File: src/rtl/rss_pkg.sv
package rss_pkg;

	localparam int RSS_CLOCK_HZ = 20000000;
	localparam int RSS_SLOT_US = 625;
	localparam int RSS_SLOT_US_LONG = 10500;
	localparam int RSS_RESET_DELAY_MS = 16;
	localparam int RSS_SLOT_CYCLES = (RSS_SLOT_US * (RSS_CLOCK_HZ / 1000000));
	localparam int RSS_NUM_RAILS = 12;
	localparam int RSS_NUM_OUT = 13;
	localparam int RSS_CNT_W = 24;
	localparam int RSS_SLOT_W = 4;
	// Last slot used by each preset table; a sequence ends there
	localparam logic [3:0] RSS_UP_LAST = 4'h6;
	localparam logic [3:0] RSS_DOWN_LAST = 4'h5;
	localparam logic [3:0] RSS_EXIT_LAST = 4'h4;
	localparam logic [3:0] RSS_ENTRY_LAST = 4'h3;

	// Register offsets
	localparam logic [7:0] RSS_ADDR_FLAGS_A = 8'h00;
	localparam logic [7:0] RSS_ADDR_FLAGS_B = 8'h01;
	localparam logic [7:0] RSS_ADDR_IRQ_EN = 8'h02;
	localparam logic [7:0] RSS_ADDR_STATUS = 8'h03;
	localparam logic [7:0] RSS_ADDR_CONFIG = 8'h04;
	localparam logic [7:0] RSS_IRQ_EN_RESET = 8'hff;
	localparam logic [7:0] RSS_CONFIG_RESET = 8'h01;
	localparam logic [7:0] RSS_CHECK_INIT = 8'h00;

	// Bits of fault_flags_a
	localparam int RSS_FA_RESET_PULLED = 0;
	localparam int RSS_FA_EMERGENCY = 1;
	// Bits of fault_flags_b
	localparam int RSS_FB_BAD_CHECK = 0;
	localparam int RSS_FB_EXTRA_BYTE = 1;

	// Slot tables, index 0 is enable 1, index 12 is the slow clock enable
	localparam logic [RSS_NUM_OUT*4-1:0] RSS_UP_SLOTS =
		{4'h4, 4'h0, 4'h4, 4'h0, 4'h4, 4'h2, 4'h1, 4'h6, 4'h4, 4'h2, 4'h2, 4'h1, 4'h1};
	localparam logic [RSS_NUM_OUT*4-1:0] RSS_DOWN_SLOTS =
		{4'h4, 4'h0, 4'h2, 4'h0, 4'h2, 4'h4, 4'h1, 4'h1, 4'h2, 4'h4, 4'h4, 4'h1, 4'h5};
	localparam logic [RSS_NUM_OUT*4-1:0] RSS_EXIT_SLOTS =
		{4'h0, 4'h0, 4'h1, 4'h0, 4'h4, 4'h3, 4'h1, 4'h2, 4'h0, 4'h0, 4'h3, 4'h1, 4'h0};
	localparam logic [RSS_NUM_OUT*4-1:0] RSS_ENTRY_SLOTS =
		{4'h0, 4'h0, 4'h1, 4'h0, 4'h1, 4'h2, 4'h3, 4'h1, 4'h0, 4'h0, 4'h2, 4'h3, 4'h0};

	typedef enum logic [4:0] {
		RSS_SHUTDOWN = 5'h01,
		RSS_POWER_UP = 5'h02,
		RSS_ACTIVE = 5'h04,
		RSS_POWER_DOWN = 5'h08,
		RSS_SLEEP_SEQ = 5'h10
	} rss_state_type;

endpackage

File: src/rtl/rss_sequencer.sv
`timescale 1ns/1ns
// Summary of operation
// - Activate high starts power-up, active mode
// - Activate low starts power-down, shutdown mode
// - Flags cleared only by host write-one
// - Flags stay until cleared, interrupt until cleared or masked in irq_en_r
// - Interrupt asserted while any flag set whose irq_en_r bit is set
// - Sleep low runs sleep-entry on sleep enables
// - Sleep high runs sleep-exit on sleep enables
// - Emergency low immediately starts power-down
// - Check byte computation starts from zero
// - Bad check flags at start of next transaction
// - Byte after good check discards write
// - Slot 1 enables follow activate at once
// - Slot 2 one slot period after slot 1
// - Sleep slots spaced by slot period
// - Preset power-up and power-down slot tables
// - Preset sleep-exit and sleep-entry slot tables
// - Slot period and delays fixed per variant
// - External reset pull-low is a fault
module rss_sequencer
	import rss_pkg::*;
(
	// Clock and reset
	input wire logic clock,
	input wire logic resetn,
	// Mode pins
	input wire logic activate_in,
	input wire logic sleep_in,
	input wire logic emergency_powerdown_n,
	input wire logic system_reset_n,
	// Host register port
	input wire logic [7:0] reg_addr,
	input wire logic [7:0] reg_wdata,
	input wire logic reg_write,
	input wire logic reg_read,
	output logic [7:0] reg_rdata,
	// Host bus byte stream, already framed
	input wire logic bus_start,
	input wire logic bus_byte_valid,
	input wire logic [7:0] bus_byte,
	input wire logic bus_byte_is_check,
	input wire logic bus_stop,
	output logic bus_write_ok,
	// Rail enables, index 12 is the slow clock enable
	output logic [RSS_NUM_OUT-1:0] enable_out,
	output logic shutdown_mode,
	output logic sleep_mode,
	// Open-drain interrupt, drive low when oe is low
	output logic fault_irq_n_out,
	output logic fault_irq_n_oe_n
);

	rss_state_type state_r;
	logic [RSS_CNT_W-1:0] tick_r;
	logic [RSS_SLOT_W-1:0] slot_r;
	logic act_r, sleep_r, em_r, system_reset_n_r;
	logic [RSS_NUM_OUT-1:0] power_r, sleep_gate_r;
	logic seq_sleep_exit_r;
	logic [7:0] flags_a_r, flags_b_r, irq_en_r, config_r;
	logic [7:0] crc_r, crc_nxt;
	logic check_bad_r, check_good_r, extra_r, pend_bad_r;
	logic slot_tick, start_up, start_down, start_sleep, start_wake;
	logic set_reset_pulled, set_emergency, set_bad, set_extra;
	logic irq;

	// Edge detection of the mode pins
	always_ff @(posedge clock) begin
		if (!resetn) begin
			act_r <= 1'b0;
			sleep_r <= 1'b1;
			em_r <= 1'b1;
			system_reset_n_r <= 1'b1;
		end else begin
			act_r <= activate_in;
			sleep_r <= sleep_in;
			em_r <= emergency_powerdown_n;
			system_reset_n_r <= system_reset_n;
		end
	end

	assign start_up = activate_in && !act_r && emergency_powerdown_n;
	assign start_down = (!activate_in && act_r) || (!emergency_powerdown_n && em_r);
	assign start_sleep = !sleep_in && sleep_r
		&& (state_r == RSS_ACTIVE || state_r == RSS_SLEEP_SEQ);
	assign start_wake = sleep_in && !sleep_r
		&& (state_r == RSS_ACTIVE || state_r == RSS_SLEEP_SEQ);
	assign slot_tick = (tick_r == RSS_CNT_W'(RSS_SLOT_CYCLES - 1));

	// Sequence state machine; power-down has priority except in RSS_POWER_DOWN, where start_up is checked first
	always_ff @(posedge clock) begin
		if (!resetn) begin
			state_r <= RSS_SHUTDOWN;
			tick_r <= '0;
			slot_r <= '0;
			seq_sleep_exit_r <= 1'b0;
		end else begin
			tick_r <= (start_up || start_down || start_sleep || start_wake || slot_tick) ?
				'0 : tick_r + 1'b1;
			if (slot_tick)
				slot_r <= slot_r + 1'b1;
			case (state_r)
				RSS_SHUTDOWN, RSS_ACTIVE: begin
					if (start_down) begin
						state_r <= RSS_POWER_DOWN;
						slot_r <= 4'h1;
					end else if (start_up) begin
						state_r <= RSS_POWER_UP;
						slot_r <= 4'h1;
					end else if (start_sleep || start_wake) begin
						state_r <= RSS_SLEEP_SEQ;
						seq_sleep_exit_r <= start_wake;
						slot_r <= 4'h1;
					end
				end
				// A sequence ends in the first cycle of its last slot, on the same
				// edge at which that slot acts, so no idle slots are appended
				RSS_POWER_UP: begin
					if (start_down) begin
						state_r <= RSS_POWER_DOWN;
						slot_r <= 4'h1;
					end else if (slot_r == RSS_UP_LAST && tick_r == '0)
						state_r <= RSS_ACTIVE;
				end
				RSS_SLEEP_SEQ: begin
					if (start_down) begin
						state_r <= RSS_POWER_DOWN;
						slot_r <= 4'h1;
					end else if (start_sleep || start_wake) begin
						// A pin change mid-sequence reverses it from its first slot
						seq_sleep_exit_r <= start_wake;
						slot_r <= 4'h1;
					end else if (tick_r == '0 && slot_r == (seq_sleep_exit_r ?
						RSS_EXIT_LAST : RSS_ENTRY_LAST))
						state_r <= RSS_ACTIVE;
				end
				RSS_POWER_DOWN: begin
					if (start_up) begin
						state_r <= RSS_POWER_UP;
						slot_r <= 4'h1;
					end else if (start_down)
						slot_r <= 4'h1;
					else if (slot_r == RSS_DOWN_LAST && tick_r == '0)
						state_r <= RSS_SHUTDOWN;
				end
				default: state_r <= RSS_SHUTDOWN;
			endcase
		end
	end

	// One generate loop drives every enable from its slot entries
	genvar g;
	generate
		for (g = 0; g < RSS_NUM_OUT; g++) begin : g_rail
			localparam logic [3:0] UP = RSS_UP_SLOTS[g*4 +: 4];
			localparam logic [3:0] DN = RSS_DOWN_SLOTS[g*4 +: 4];
			localparam logic [3:0] EX = RSS_EXIT_SLOTS[g*4 +: 4];
			localparam logic [3:0] EN = RSS_ENTRY_SLOTS[g*4 +: 4];
			// Slot N fires when slot counter equals N; power-up slot 1 also on the trigger edge
			always_ff @(posedge clock) begin
				if (!resetn) begin
					power_r[g] <= 1'b0;
					sleep_gate_r[g] <= 1'b1;
				end else if ((state_r == RSS_POWER_UP && UP != 4'h0 && slot_r == UP)
					|| (UP == 4'h1 && start_up)) begin
					// Slot 1 latches on the trigger edge so the rail never dips
					power_r[g] <= 1'b1;
					sleep_gate_r[g] <= 1'b1;
				end else if (state_r == RSS_POWER_DOWN && DN != 4'h0 && slot_r == DN) begin
					power_r[g] <= 1'b0;
				end else if (state_r == RSS_SLEEP_SEQ && !seq_sleep_exit_r && EN != 4'h0
					&& slot_r == EN) begin
					sleep_gate_r[g] <= 1'b0;
				end else if (state_r == RSS_SLEEP_SEQ && seq_sleep_exit_r && EX != 4'h0
					&& slot_r == EX) begin
					sleep_gate_r[g] <= 1'b1;
				end
			end
			// Slot 1 rails rise combinationally with activate for zero added delay
			assign enable_out[g] = (power_r[g] && sleep_gate_r[g])
				|| (UP == 4'h1 && start_up);
		end
	endgenerate

	assign shutdown_mode = (state_r == RSS_SHUTDOWN) || (state_r == RSS_POWER_DOWN);
	assign sleep_mode = (state_r == RSS_ACTIVE || state_r == RSS_SLEEP_SEQ) && !sleep_r;

	// Packet check byte, CRC-8 poly 0x07, restarted at every bus start
	always_comb begin
		crc_nxt = crc_r ^ bus_byte;
		for (int i = 0; i < 8; i++)
			crc_nxt = crc_nxt[7] ? ((crc_nxt << 1) ^ 8'h07) : (crc_nxt << 1);
	end

	always_ff @(posedge clock) begin
		if (!resetn) begin
			crc_r <= RSS_CHECK_INIT;
			check_bad_r <= 1'b0;
			check_good_r <= 1'b0;
			extra_r <= 1'b0;
			pend_bad_r <= 1'b0;
		end else begin
			if (bus_start) begin
				crc_r <= RSS_CHECK_INIT;
				check_good_r <= 1'b0;
				extra_r <= 1'b0;
				check_bad_r <= 1'b0;
			end else if (bus_byte_valid && config_r[0]) begin
				if (check_good_r)
					extra_r <= 1'b1;
				else if (bus_byte_is_check) begin
					check_good_r <= (bus_byte == crc_r);
					check_bad_r <= (bus_byte != crc_r);
				end else
					crc_r <= crc_nxt;
			end
			// A bad check is only reported once the next transaction starts
			if (bus_stop && check_bad_r)
				pend_bad_r <= 1'b1;
			else if (bus_start)
				pend_bad_r <= 1'b0;
		end
	end

	assign set_bad = bus_start && pend_bad_r;
	assign set_extra = bus_stop && extra_r;
	assign bus_write_ok = bus_stop && !extra_r && !check_bad_r;
	assign set_reset_pulled = !system_reset_n && system_reset_n_r;
	assign set_emergency = !emergency_powerdown_n && em_r;

	// Sticky flags: set beats a same-cycle write-one clear
	always_ff @(posedge clock) begin
		if (!resetn) begin
			flags_a_r <= '0;
			flags_b_r <= '0;
		end else begin
			flags_a_r <= (flags_a_r & ~((reg_write && reg_addr == RSS_ADDR_FLAGS_A) ?
				reg_wdata : 8'h00))
				| {6'h00, set_emergency, set_reset_pulled};
			flags_b_r <= (flags_b_r & ~((reg_write && reg_addr == RSS_ADDR_FLAGS_B) ?
				reg_wdata : 8'h00))
				| {6'h00, set_extra, set_bad};
		end
	end

	always_ff @(posedge clock) begin
		if (!resetn) begin
			irq_en_r <= RSS_IRQ_EN_RESET;
			config_r <= RSS_CONFIG_RESET;
		end else if (reg_write) begin
			if (reg_addr == RSS_ADDR_IRQ_EN)
				irq_en_r <= reg_wdata;
			if (reg_addr == RSS_ADDR_CONFIG)
				config_r <= reg_wdata;
		end
	end

	always_ff @(posedge clock) begin
		if (!resetn)
			reg_rdata <= '0;
		else if (reg_read) begin
			case (reg_addr)
				RSS_ADDR_FLAGS_A: reg_rdata <= flags_a_r;
				RSS_ADDR_FLAGS_B: reg_rdata <= flags_b_r;
				RSS_ADDR_IRQ_EN: reg_rdata <= irq_en_r;
				RSS_ADDR_STATUS: reg_rdata <= {3'h0, state_r};
				RSS_ADDR_CONFIG: reg_rdata <= config_r;
				default: reg_rdata <= 8'h00;
			endcase
		end else
			reg_rdata <= '0;
	end

	// Enable register gates both flag bytes bitwise
	assign irq = |(irq_en_r & (flags_a_r | flags_b_r));
	assign fault_irq_n_out = 1'b0;
	assign fault_irq_n_oe_n = !irq;

	property p_flag_sticky;
		@(posedge clock) disable iff (!resetn)
		flags_a_r[0] && !(reg_write && reg_addr == RSS_ADDR_FLAGS_A && reg_wdata[0])
		|=> flags_a_r[0];
	endproperty
	a_flag_sticky: assert property (p_flag_sticky)
		else $error("flag a0 lost without clear");

	property p_reset_fault;
		@(posedge clock) disable iff (!resetn)
		set_reset_pulled |=> flags_a_r[RSS_FA_RESET_PULLED];
	endproperty
	a_reset_fault: assert property (p_reset_fault)
		else $error("reset fault missed");

	property p_irq;
		@(posedge clock) disable iff (!resetn)
		(irq_en_r[0] && flags_b_r[0]) |-> !fault_irq_n_oe_n;
	endproperty
	a_irq: assert property (p_irq)
		else $error("irq not driven");

	property p_down;
		@(posedge clock) disable iff (!resetn)
		set_emergency |=> state_r == RSS_POWER_DOWN;
	endproperty
	a_down: assert property (p_down)
		else $error("no power-down");

	property p_up;
		@(posedge clock) disable iff (!resetn)
		start_up |-> enable_out[0];
	endproperty
	a_up: assert property (p_up)
		else $error("slot 1 late");

	property p_crc;
		@(posedge clock) disable iff (!resetn)
		bus_start |=> crc_r == RSS_CHECK_INIT;
	endproperty
	a_crc: assert property (p_crc)
		else $error("check not zeroed");

	property p_extra;
		@(posedge clock) disable iff (!resetn)
		set_extra |-> !bus_write_ok ##1 flags_b_r[RSS_FB_EXTRA_BYTE];
	endproperty
	a_extra: assert property (p_extra)
		else $error("extra byte");

	property p_act;
		@(posedge clock) disable iff (!resetn)
		(start_up && !start_down && state_r == RSS_SHUTDOWN) |=> state_r == RSS_POWER_UP;
	endproperty
	a_act: assert property (p_act)
		else $error("no power-up");

	property p_fall_down;
		@(posedge clock) disable iff (!resetn)
		(!activate_in && act_r) |=> state_r == RSS_POWER_DOWN;
	endproperty
	a_fall_down: assert property (p_fall_down)
		else $error("activate fall ignored");

	property p_sleep_entry;
		@(posedge clock) disable iff (!resetn)
		(start_sleep && !start_down) |=> state_r == RSS_SLEEP_SEQ && !seq_sleep_exit_r;
	endproperty
	a_sleep_entry: assert property (p_sleep_entry)
		else $error("sleep entry not started");

	property p_sleep_exit;
		@(posedge clock) disable iff (!resetn)
		(start_wake && !start_down) |=> state_r == RSS_SLEEP_SEQ && seq_sleep_exit_r;
	endproperty
	a_sleep_exit: assert property (p_sleep_exit)
		else $error("sleep exit not started");

	property p_bad_flag;
		@(posedge clock) disable iff (!resetn)
		set_bad |=> flags_b_r[RSS_FB_BAD_CHECK];
	endproperty
	a_bad_flag: assert property (p_bad_flag)
		else $error("bad check not flagged");

endmodule

File: config.mk
export PLATFORM = sky130hd
export DESIGN_NAME = rss_sequencer
export DESIGN_NICKNAME = d
export VERILOG_FILES = /design/src/rtl/rss_pkg.sv /design/src/rtl/rss_sequencer.sv
export SDC_FILE = /design/constraint.sdc
export NUM_CORES = 1
export LEC_CHECK = 0
export BUFFER_PORTS_ARGS = -buffer_cell sky130_fd_sc_hd__buf_4
export CORE_MARGIN = 10
export CORE_UTILIZATION = 45
export CTS_BUF_LIST = sky130_fd_sc_hd__clkbuf_8
export CTS_CLUSTER_DIAMETER = 50
export DETAILED_ROUTE_END_ITERATION = 10
export PLACE_DENSITY = 0.67
export SLEW_MARGIN = 20
export SYNTH_ARGS = -nofsm -noshare
export SYNTH_HDL_FRONTEND = slang
export SYNTH_SLANG_ARGS = --single-unit
File: constraint.sdc
create_clock -name clock -period 2.34 [get_ports clock]
set_clock_uncertainty 0.05 [all_clocks]
set_input_delay 0.234 -clock clock [delete_from_list [all_inputs] [get_ports clock]]
set_output_delay 0.234 -clock clock [all_outputs]
set_load 0.1 [all_outputs]
==> impl_metrics.env, run 1 <==
export IMPL_rows=37
export IMPL_fmax_mhz=446.1
export IMPL_yosysUniqueCellTypes=56
export IMPL_overflow=0
export IMPL_status="complete, no violations"
export IMPL_synth_top_cell_area_share_pct=41.56
export IMPL_wire_per_inst_um=15.31
export IMPL_syn_to_final_growth_pct=16.74
export IMPL_grt_pass1_vias=4203
export IMPL_hp_class="in2reg"
export IMPL_postCtsSetupRepairBufs=0
export IMPL_synth_largest_area_cell="dfxtp_1"
export IMPL_grt_pass1_wl_um=19460
export IMPL_pre_cts_slack_ns=0.2193
export IMPL_firstDrtPassIters=8
export IMPL_fillers=978
export IMPL_grt_max_degree=36
export IMPL_yosysSeqAreaShare_pct=41.56
export IMPL_crit_type="reg2out"
export IMPL_post_route_drc_count=0
export IMPL_postSynthAreaPerCell_um2=8.505
export IMPL_htreeDepth=3
export IMPL_fin_total_pwr_w=0.003916
export IMPL_syn_inst=572
export IMPL_ant_nets=0
export IMPL_core_area_um2=10420
export IMPL_max_cap_violations=0
export IMPL_io_buffers=58
export IMPL_worst_slew_pin_slew_ns=0.8488
export IMPL_setup_ws_ns=0.09860
export IMPL_startpoint_type="register"
export IMPL_io_pins=62
export IMPL_gp_congestion=0.8686
export IMPL_track_usage_pct=15.30
export IMPL_dieHeight_um=124.0
export IMPL_vias=4200
export IMPL_initial_utilization_pct=46.70
export IMPL_cts_buffer_depth=2
export IMPL_die_w_um=124.0
export IMPL_drt_initial_drc_count=374
export IMPL_slew_viol_final=0
export IMPL_hold_viol=0
export IMPL_layout_drive_gt1_share_pct=16.19
export IMPL_leakagePower_nw=2.171
export IMPL_arrival_ns=1.96
export IMPL_fin_tns_setup_ns=0
export IMPL_cts_buffers=9
export IMPL_wirelength_um=11730
export IMPL_antenna_cells=0
export IMPL_yosysWarningCount=0
export IMPL_cts_sinks=101
export IMPL_fin_nets=670
export IMPL_synth_edf_count=0
export IMPL_cp_end_kind="output port"
export IMPL_rsz0062_at_grt="false"
export IMPL_fin_crit_sh_pct=95.79
export IMPL_synthTopCellsByArea="dfxtp_1, xnor2_1, nand3_1, nand2_1, nor2_1"
export IMPL_setup_violations=0
export IMPL_final_cell_mix="dfxtp_1, buf_4, nand2_1"
export IMPL_min_period_ns=2.241
export IMPL_cp_required_ns=2.06
export IMPL_final_common_cell="dfxtp_1"
export IMPL_hpwl_um=8623
export IMPL_clockRootBuffer="clkbuf_8"
export IMPL_ys_ff_latch=101
export IMPL_async_reset_ff_share_pct=0
export IMPL_mappedNetlistArea_um2=4865
export IMPL_crit_fanout=8
export IMPL_die_area_um2=15370
export IMPL_synthFlopType="dfxtp_1"
export IMPL_grt_antenna_before_repair=0
export IMPL_clkTransAtPathRegs_ns=0.10
export IMPL_p_per_area_nw_per_um2=689.4
export IMPL_clkLatencyLatePin_ns=0.36
export IMPL_cts_tree="done"
export IMPL_ir_drop_mv=0.6906
export IMPL_max_slew_margin_pct=43.16
export IMPL_vias_per_cell=5.483
==> where the power goes <==
group	total, W	switching (W)	internal (W)
clock network	0.00123	0.000596	0.000632
registers	0.00185	0.0000881	0.00177
logic	0.000833	0.000521	0.000311
==> timing repair <==
item	4_1_cts	5_1_grt
gates resized for setup	0	1
hold buffers	6	0
hold endpoints to repair	11	0
setup endpoints to repair	0	1
==> sequential cells by signal (all words and copies together) (netlist names), 4 cells and up <==
| register | cells |
|---|---|
| flags_b_r | 8 |
| config_r | 8 |
| flags_a_r | 8 |
| slot_r | 4 |
| power_r | 6 |
| irq_en_r | 8 |
| state_r | 5 |
| sleep_gate_r | 5 |
| reg_rdata | 8 |
| tick_r | 24 |
| crc_r | 8 |
==> metrics by stage <==
| stage | utilization [%] | area (um2) | std cells | hold slack (ns) |
|---|---|---|---|---|
| floorplan | - | 4886 | 574 | 0.2710 |
| global placement | 51.78 | 5394 | 744 | 0.3810 |
| detailed placement | 51.78 | 5394 | 744 | 0.3852 |
| CTS | 54.51 | 5678 | 766 | 0.002413 |
| global route | 54.52 | 5679 | 766 | 0.01018 |
| finish | 54.52 | 5679 | 766 | 0.02302 |
==> worst paths after layout <==
| check | from | endpoint | slack (ns) | depth (start not counted) |
|---|---|---|---|---|
| hold reg to reg | flags_b_r[4] | flags_b_r[4] | 0.40 | 2 |
| setup / recovery | state_r[2] | sleep_mode | 0.1 | 4 |
| hold / removal | reg_wdata[3] | flags_b_r[3] | 0.02 | 2 |
| setup reg to reg | state_r[0] | state_r[0] | 0.21 | 6 |
==> cell type report <==
| cell class | count | area (um2) | area share (%) |
|---|---|---|---|
| Sequential cell | 101 | 2023 | 35.62 |
| Clock inverter | 6 | 86.33 | 1.520 |
| Multi-Input combinational cell | 431 | 2661 | 46.86 |
| Inverter | 8 | 30.03 | 0.5288 |
| Tap cell | 136 | 170.2 | 2.996 |
| Timing Repair Buffer | 74 | 570.5 | 10.05 |
| Clock buffer | 10 | 137.6 | 2.423 |
==> cell families after synthesis <==
logic type	count (synthesis)	share of synthesized area, %
simple gates	257	27.31
compound gates	103	13.81
flops	101	41.56
xor+xnor	54	9.722
buf+inv	42	4.167
fa+ha+maj	9	2.315
mux	5	1.029
other cells	1	0.07709
==> synthesized netlist by cell type (all sizes together), types with 2 or more instances <==
| cell | instances |
|---|---|
| nor3 | 9 |
| xor2 | 22 |
| nor2b | 3 |
| a21bo | 2 |
| mux2i | 5 |
| and3b | 2 |
| a222oi | 8 |
| nor3b | 3 |
| nand3 | 49 |
| or2 | 2 |
| nor2 | 59 |
| or3 | 2 |
| o211ai | 2 |
| nor4bb | 2 |
| a22oi | 5 |
| and4 | 2 |
| nor4 | 7 |
| xnor2 | 32 |
| clkbuf | 18 |
| and2 | 10 |
| and3 | 12 |
| ha | 9 |
| nand4 | 12 |
| a21boi | 18 |
| a21oi | 32 |
| a211oi | 3 |
| dfxtp | 101 |
| or4 | 4 |
| o21a | 2 |
| inv | 8 |
| a31oi | 3 |
| nand2 | 62 |
| nand3b | 6 |
| nand2b | 8 |
| buf | 16 |
| o21ai | 21 |
==> worst max-delay path, cell delays in order (launching register included) <==
cell	delay (ns)
dfxtp_1	0.57
xnor2_1	0.16
or4_1	0.48
nor2_2	0.10
buf_4	0.29
==> layer usage <==
layer	vias up	global-route usage, %	share of wire, %
met2	116	25.73	48
li1	2101	-	-
met1	1970	18.99	45
met5	-	0	0
met4	0	4.892	1.3
met3	13	3.575	6.0
Note: power is estimated with default switching activity, not from simulation.
==> inputs of run 2 (changes only) <==
CORE_UTILIZATION = 54   (was 45)
PLACE_DENSITY = 0.8   (was 0.67)
SLEW_MARGIN = not set   (was 20)
clock period = 2.05 ns   (was 2.34 ns; I/O delays follow)
==> impl_metrics.env, run 2 (same netlist as run 1, synthesis figures left out) <==
export IMPL_fin_tns_setup_ns=-0.07967
export IMPL_wire_per_inst_um=15.34
export IMPL_clkLatencyLatePin_ns=0.37
export IMPL_hold_viol=0
export IMPL_cts_sinks=101
export IMPL_fmax_mhz=477.2
export IMPL_io_buffers=58
export IMPL_leakagePower_nw=2.291
export IMPL_hp_class="in2reg"
export IMPL_overflow=0
export IMPL_ant_nets=0
export IMPL_cp_required_ns=2.27
export IMPL_die_area_um2=13210
export IMPL_final_common_cell="dfxtp_1"
export IMPL_drt_initial_drc_count=315
export IMPL_dpl_instance_area_um2=5522
export IMPL_final_cell_mix="dfxtp_1, buf_4, nand2_1"
export IMPL_design_area_um2=5907
export IMPL_setup_ws_ns=-0.04548
export IMPL_status="finished, violations left"
export IMPL_rows=34
export IMPL_arrival_ns=2.31
export IMPL_vias_per_cell=5.760
export IMPL_cts_buffers=9
export IMPL_post_route_drc_count=0
export IMPL_wirelength_um=11670
export IMPL_clkTransAtPathRegs_ns=0.09
export IMPL_crit_type="reg2reg"
export IMPL_track_usage_pct=17.73
export IMPL_hpwl_um=8607
export IMPL_initial_utilization_pct=55.51
export IMPL_cp_end_kind="register"
export IMPL_die_w_um=114.9
export IMPL_layout_drive_gt1_share_pct=20.37
export IMPL_antenna_cells=0
export IMPL_worst_slew_pin_slew_ns=0.8000
export IMPL_firstDrtPassIters=6
export IMPL_grt_max_degree=25
export IMPL_gp_congestion=0.9318
export IMPL_instances_no_fill=761
export IMPL_htreeDepth=3
export IMPL_drt_met1_wl_um=5024
export IMPL_fin_nets=693
export IMPL_violations="setup timing"
export IMPL_cts_buffer_depth=2
export IMPL_ir_drop_mv=0.4669
export IMPL_postLayoutCoreUtil_pct=67.40
export IMPL_rsz0062_at_grt="true"
export IMPL_io_pins=62
export IMPL_dp_cells=735
export IMPL_fin_crit_sh_pct=102.2
export IMPL_top_layer="met4"
export IMPL_max_slew_margin_pct=46.43
export IMPL_largest_reg_flops=24
export IMPL_slew_viol_final=0
export IMPL_max_cap_violations=0
export IMPL_p_per_area_nw_per_um2=771.8
export IMPL_pre_cts_slack_ns=-0.03156
export IMPL_wl_met2_um=5583
export IMPL_syn_to_final_growth_pct=21.42
export IMPL_clockRootBuffer="clkbuf_8"
export IMPL_startpoint_type="register"
export IMPL_dieHeight_um=114.9
export IMPL_crit_fanout=6
export IMPL_largest_register="tick_r"
export IMPL_core_area_um2=8763
export IMPL_fillers=706
export IMPL_met3_wirelength_um=924
export IMPL_min_period_ns=2.095
export IMPL_setup_violations=4
export IMPL_grt_pass1_vias=4334
export IMPL_vias=4383
export IMPL_cts_tree="done"
export IMPL_grt_pass1_wl_um=19780
export IMPL_grt_antenna_before_repair=0
[run 2: repair_timing]
| action | 4_1_cts | 5_1_grt |
|---|---|---|
| hold endpoints to repair | 15 | 0 |
| gates resized for setup | 4 | 12 |
| pin swaps | 2 | 3 |
| setup endpoints to repair | 3 | 10 |
| hold buffers | 9 | 0 |
| cloned | 0 | 0 |
| setup buffers | 0 | 1 |
[run 2: final timing paths]
path	start	end	slack [ns]	cells after the start
setup / recovery	tick_r[0]	state_r[2]	-0.05	8
hold / removal	activate_in	act_r	0.01	2
setup reg to reg	tick_r[0]	state_r[2]	-0.05	8
hold reg to reg	flags_b_r[7]	flags_b_r[7]	0.41	2
[run 2: per-stage QoR]
step,total power [W],hold WS [ns]
finish,0.004559,0.01247
global route,0.004757,0.009043
CTS,0.004550,0.003160
detailed placement,0.003153,0.3584
global placement,0.003140,0.3564
floorplan,0.002886,0.2420
[run 2: cell type report]
class | instances | area (um2) | share of cell area [%]
well taps | 108 | 135.1 | 2.288
clock inverters | 7 | 100.1 | 1.695
clock buffers | 9 | 123.9 | 2.097
inverters | 8 | 30.03 | 0.5084
repair buffers | 97 | 767.0 | 12.98
flip-flops and latches | 101 | 2023 | 34.25
multi-input cells | 431 | 2728 | 46.18
[run 2: routing by layer]
layer  vias up  global-route usage, %
met1      2059                  22.09
met2       162                  29.43
met5         -                      0
li1       2150                      -
met4         0                  5.446
met3        12                  4.479
[run 2: power by group]
part	switching [W]	internal, W	leakage [nW]
logic	0.000669	0.000426	1.36
registers	0.0000567	0.00202	0.818
clock network	0.000696	0.000696	0.113
[run 2: critical path, stage by stage (launching register included)]
cell	delay (ns)
dfxtp_2	0.34
inv_2	0.06
ha_4	0.12
or4b_4	0.50
nor4_4	0.23
a21oi_2	0.11
nor3_4	0.29
a21oi_2	0.09
a41o_1	0.21
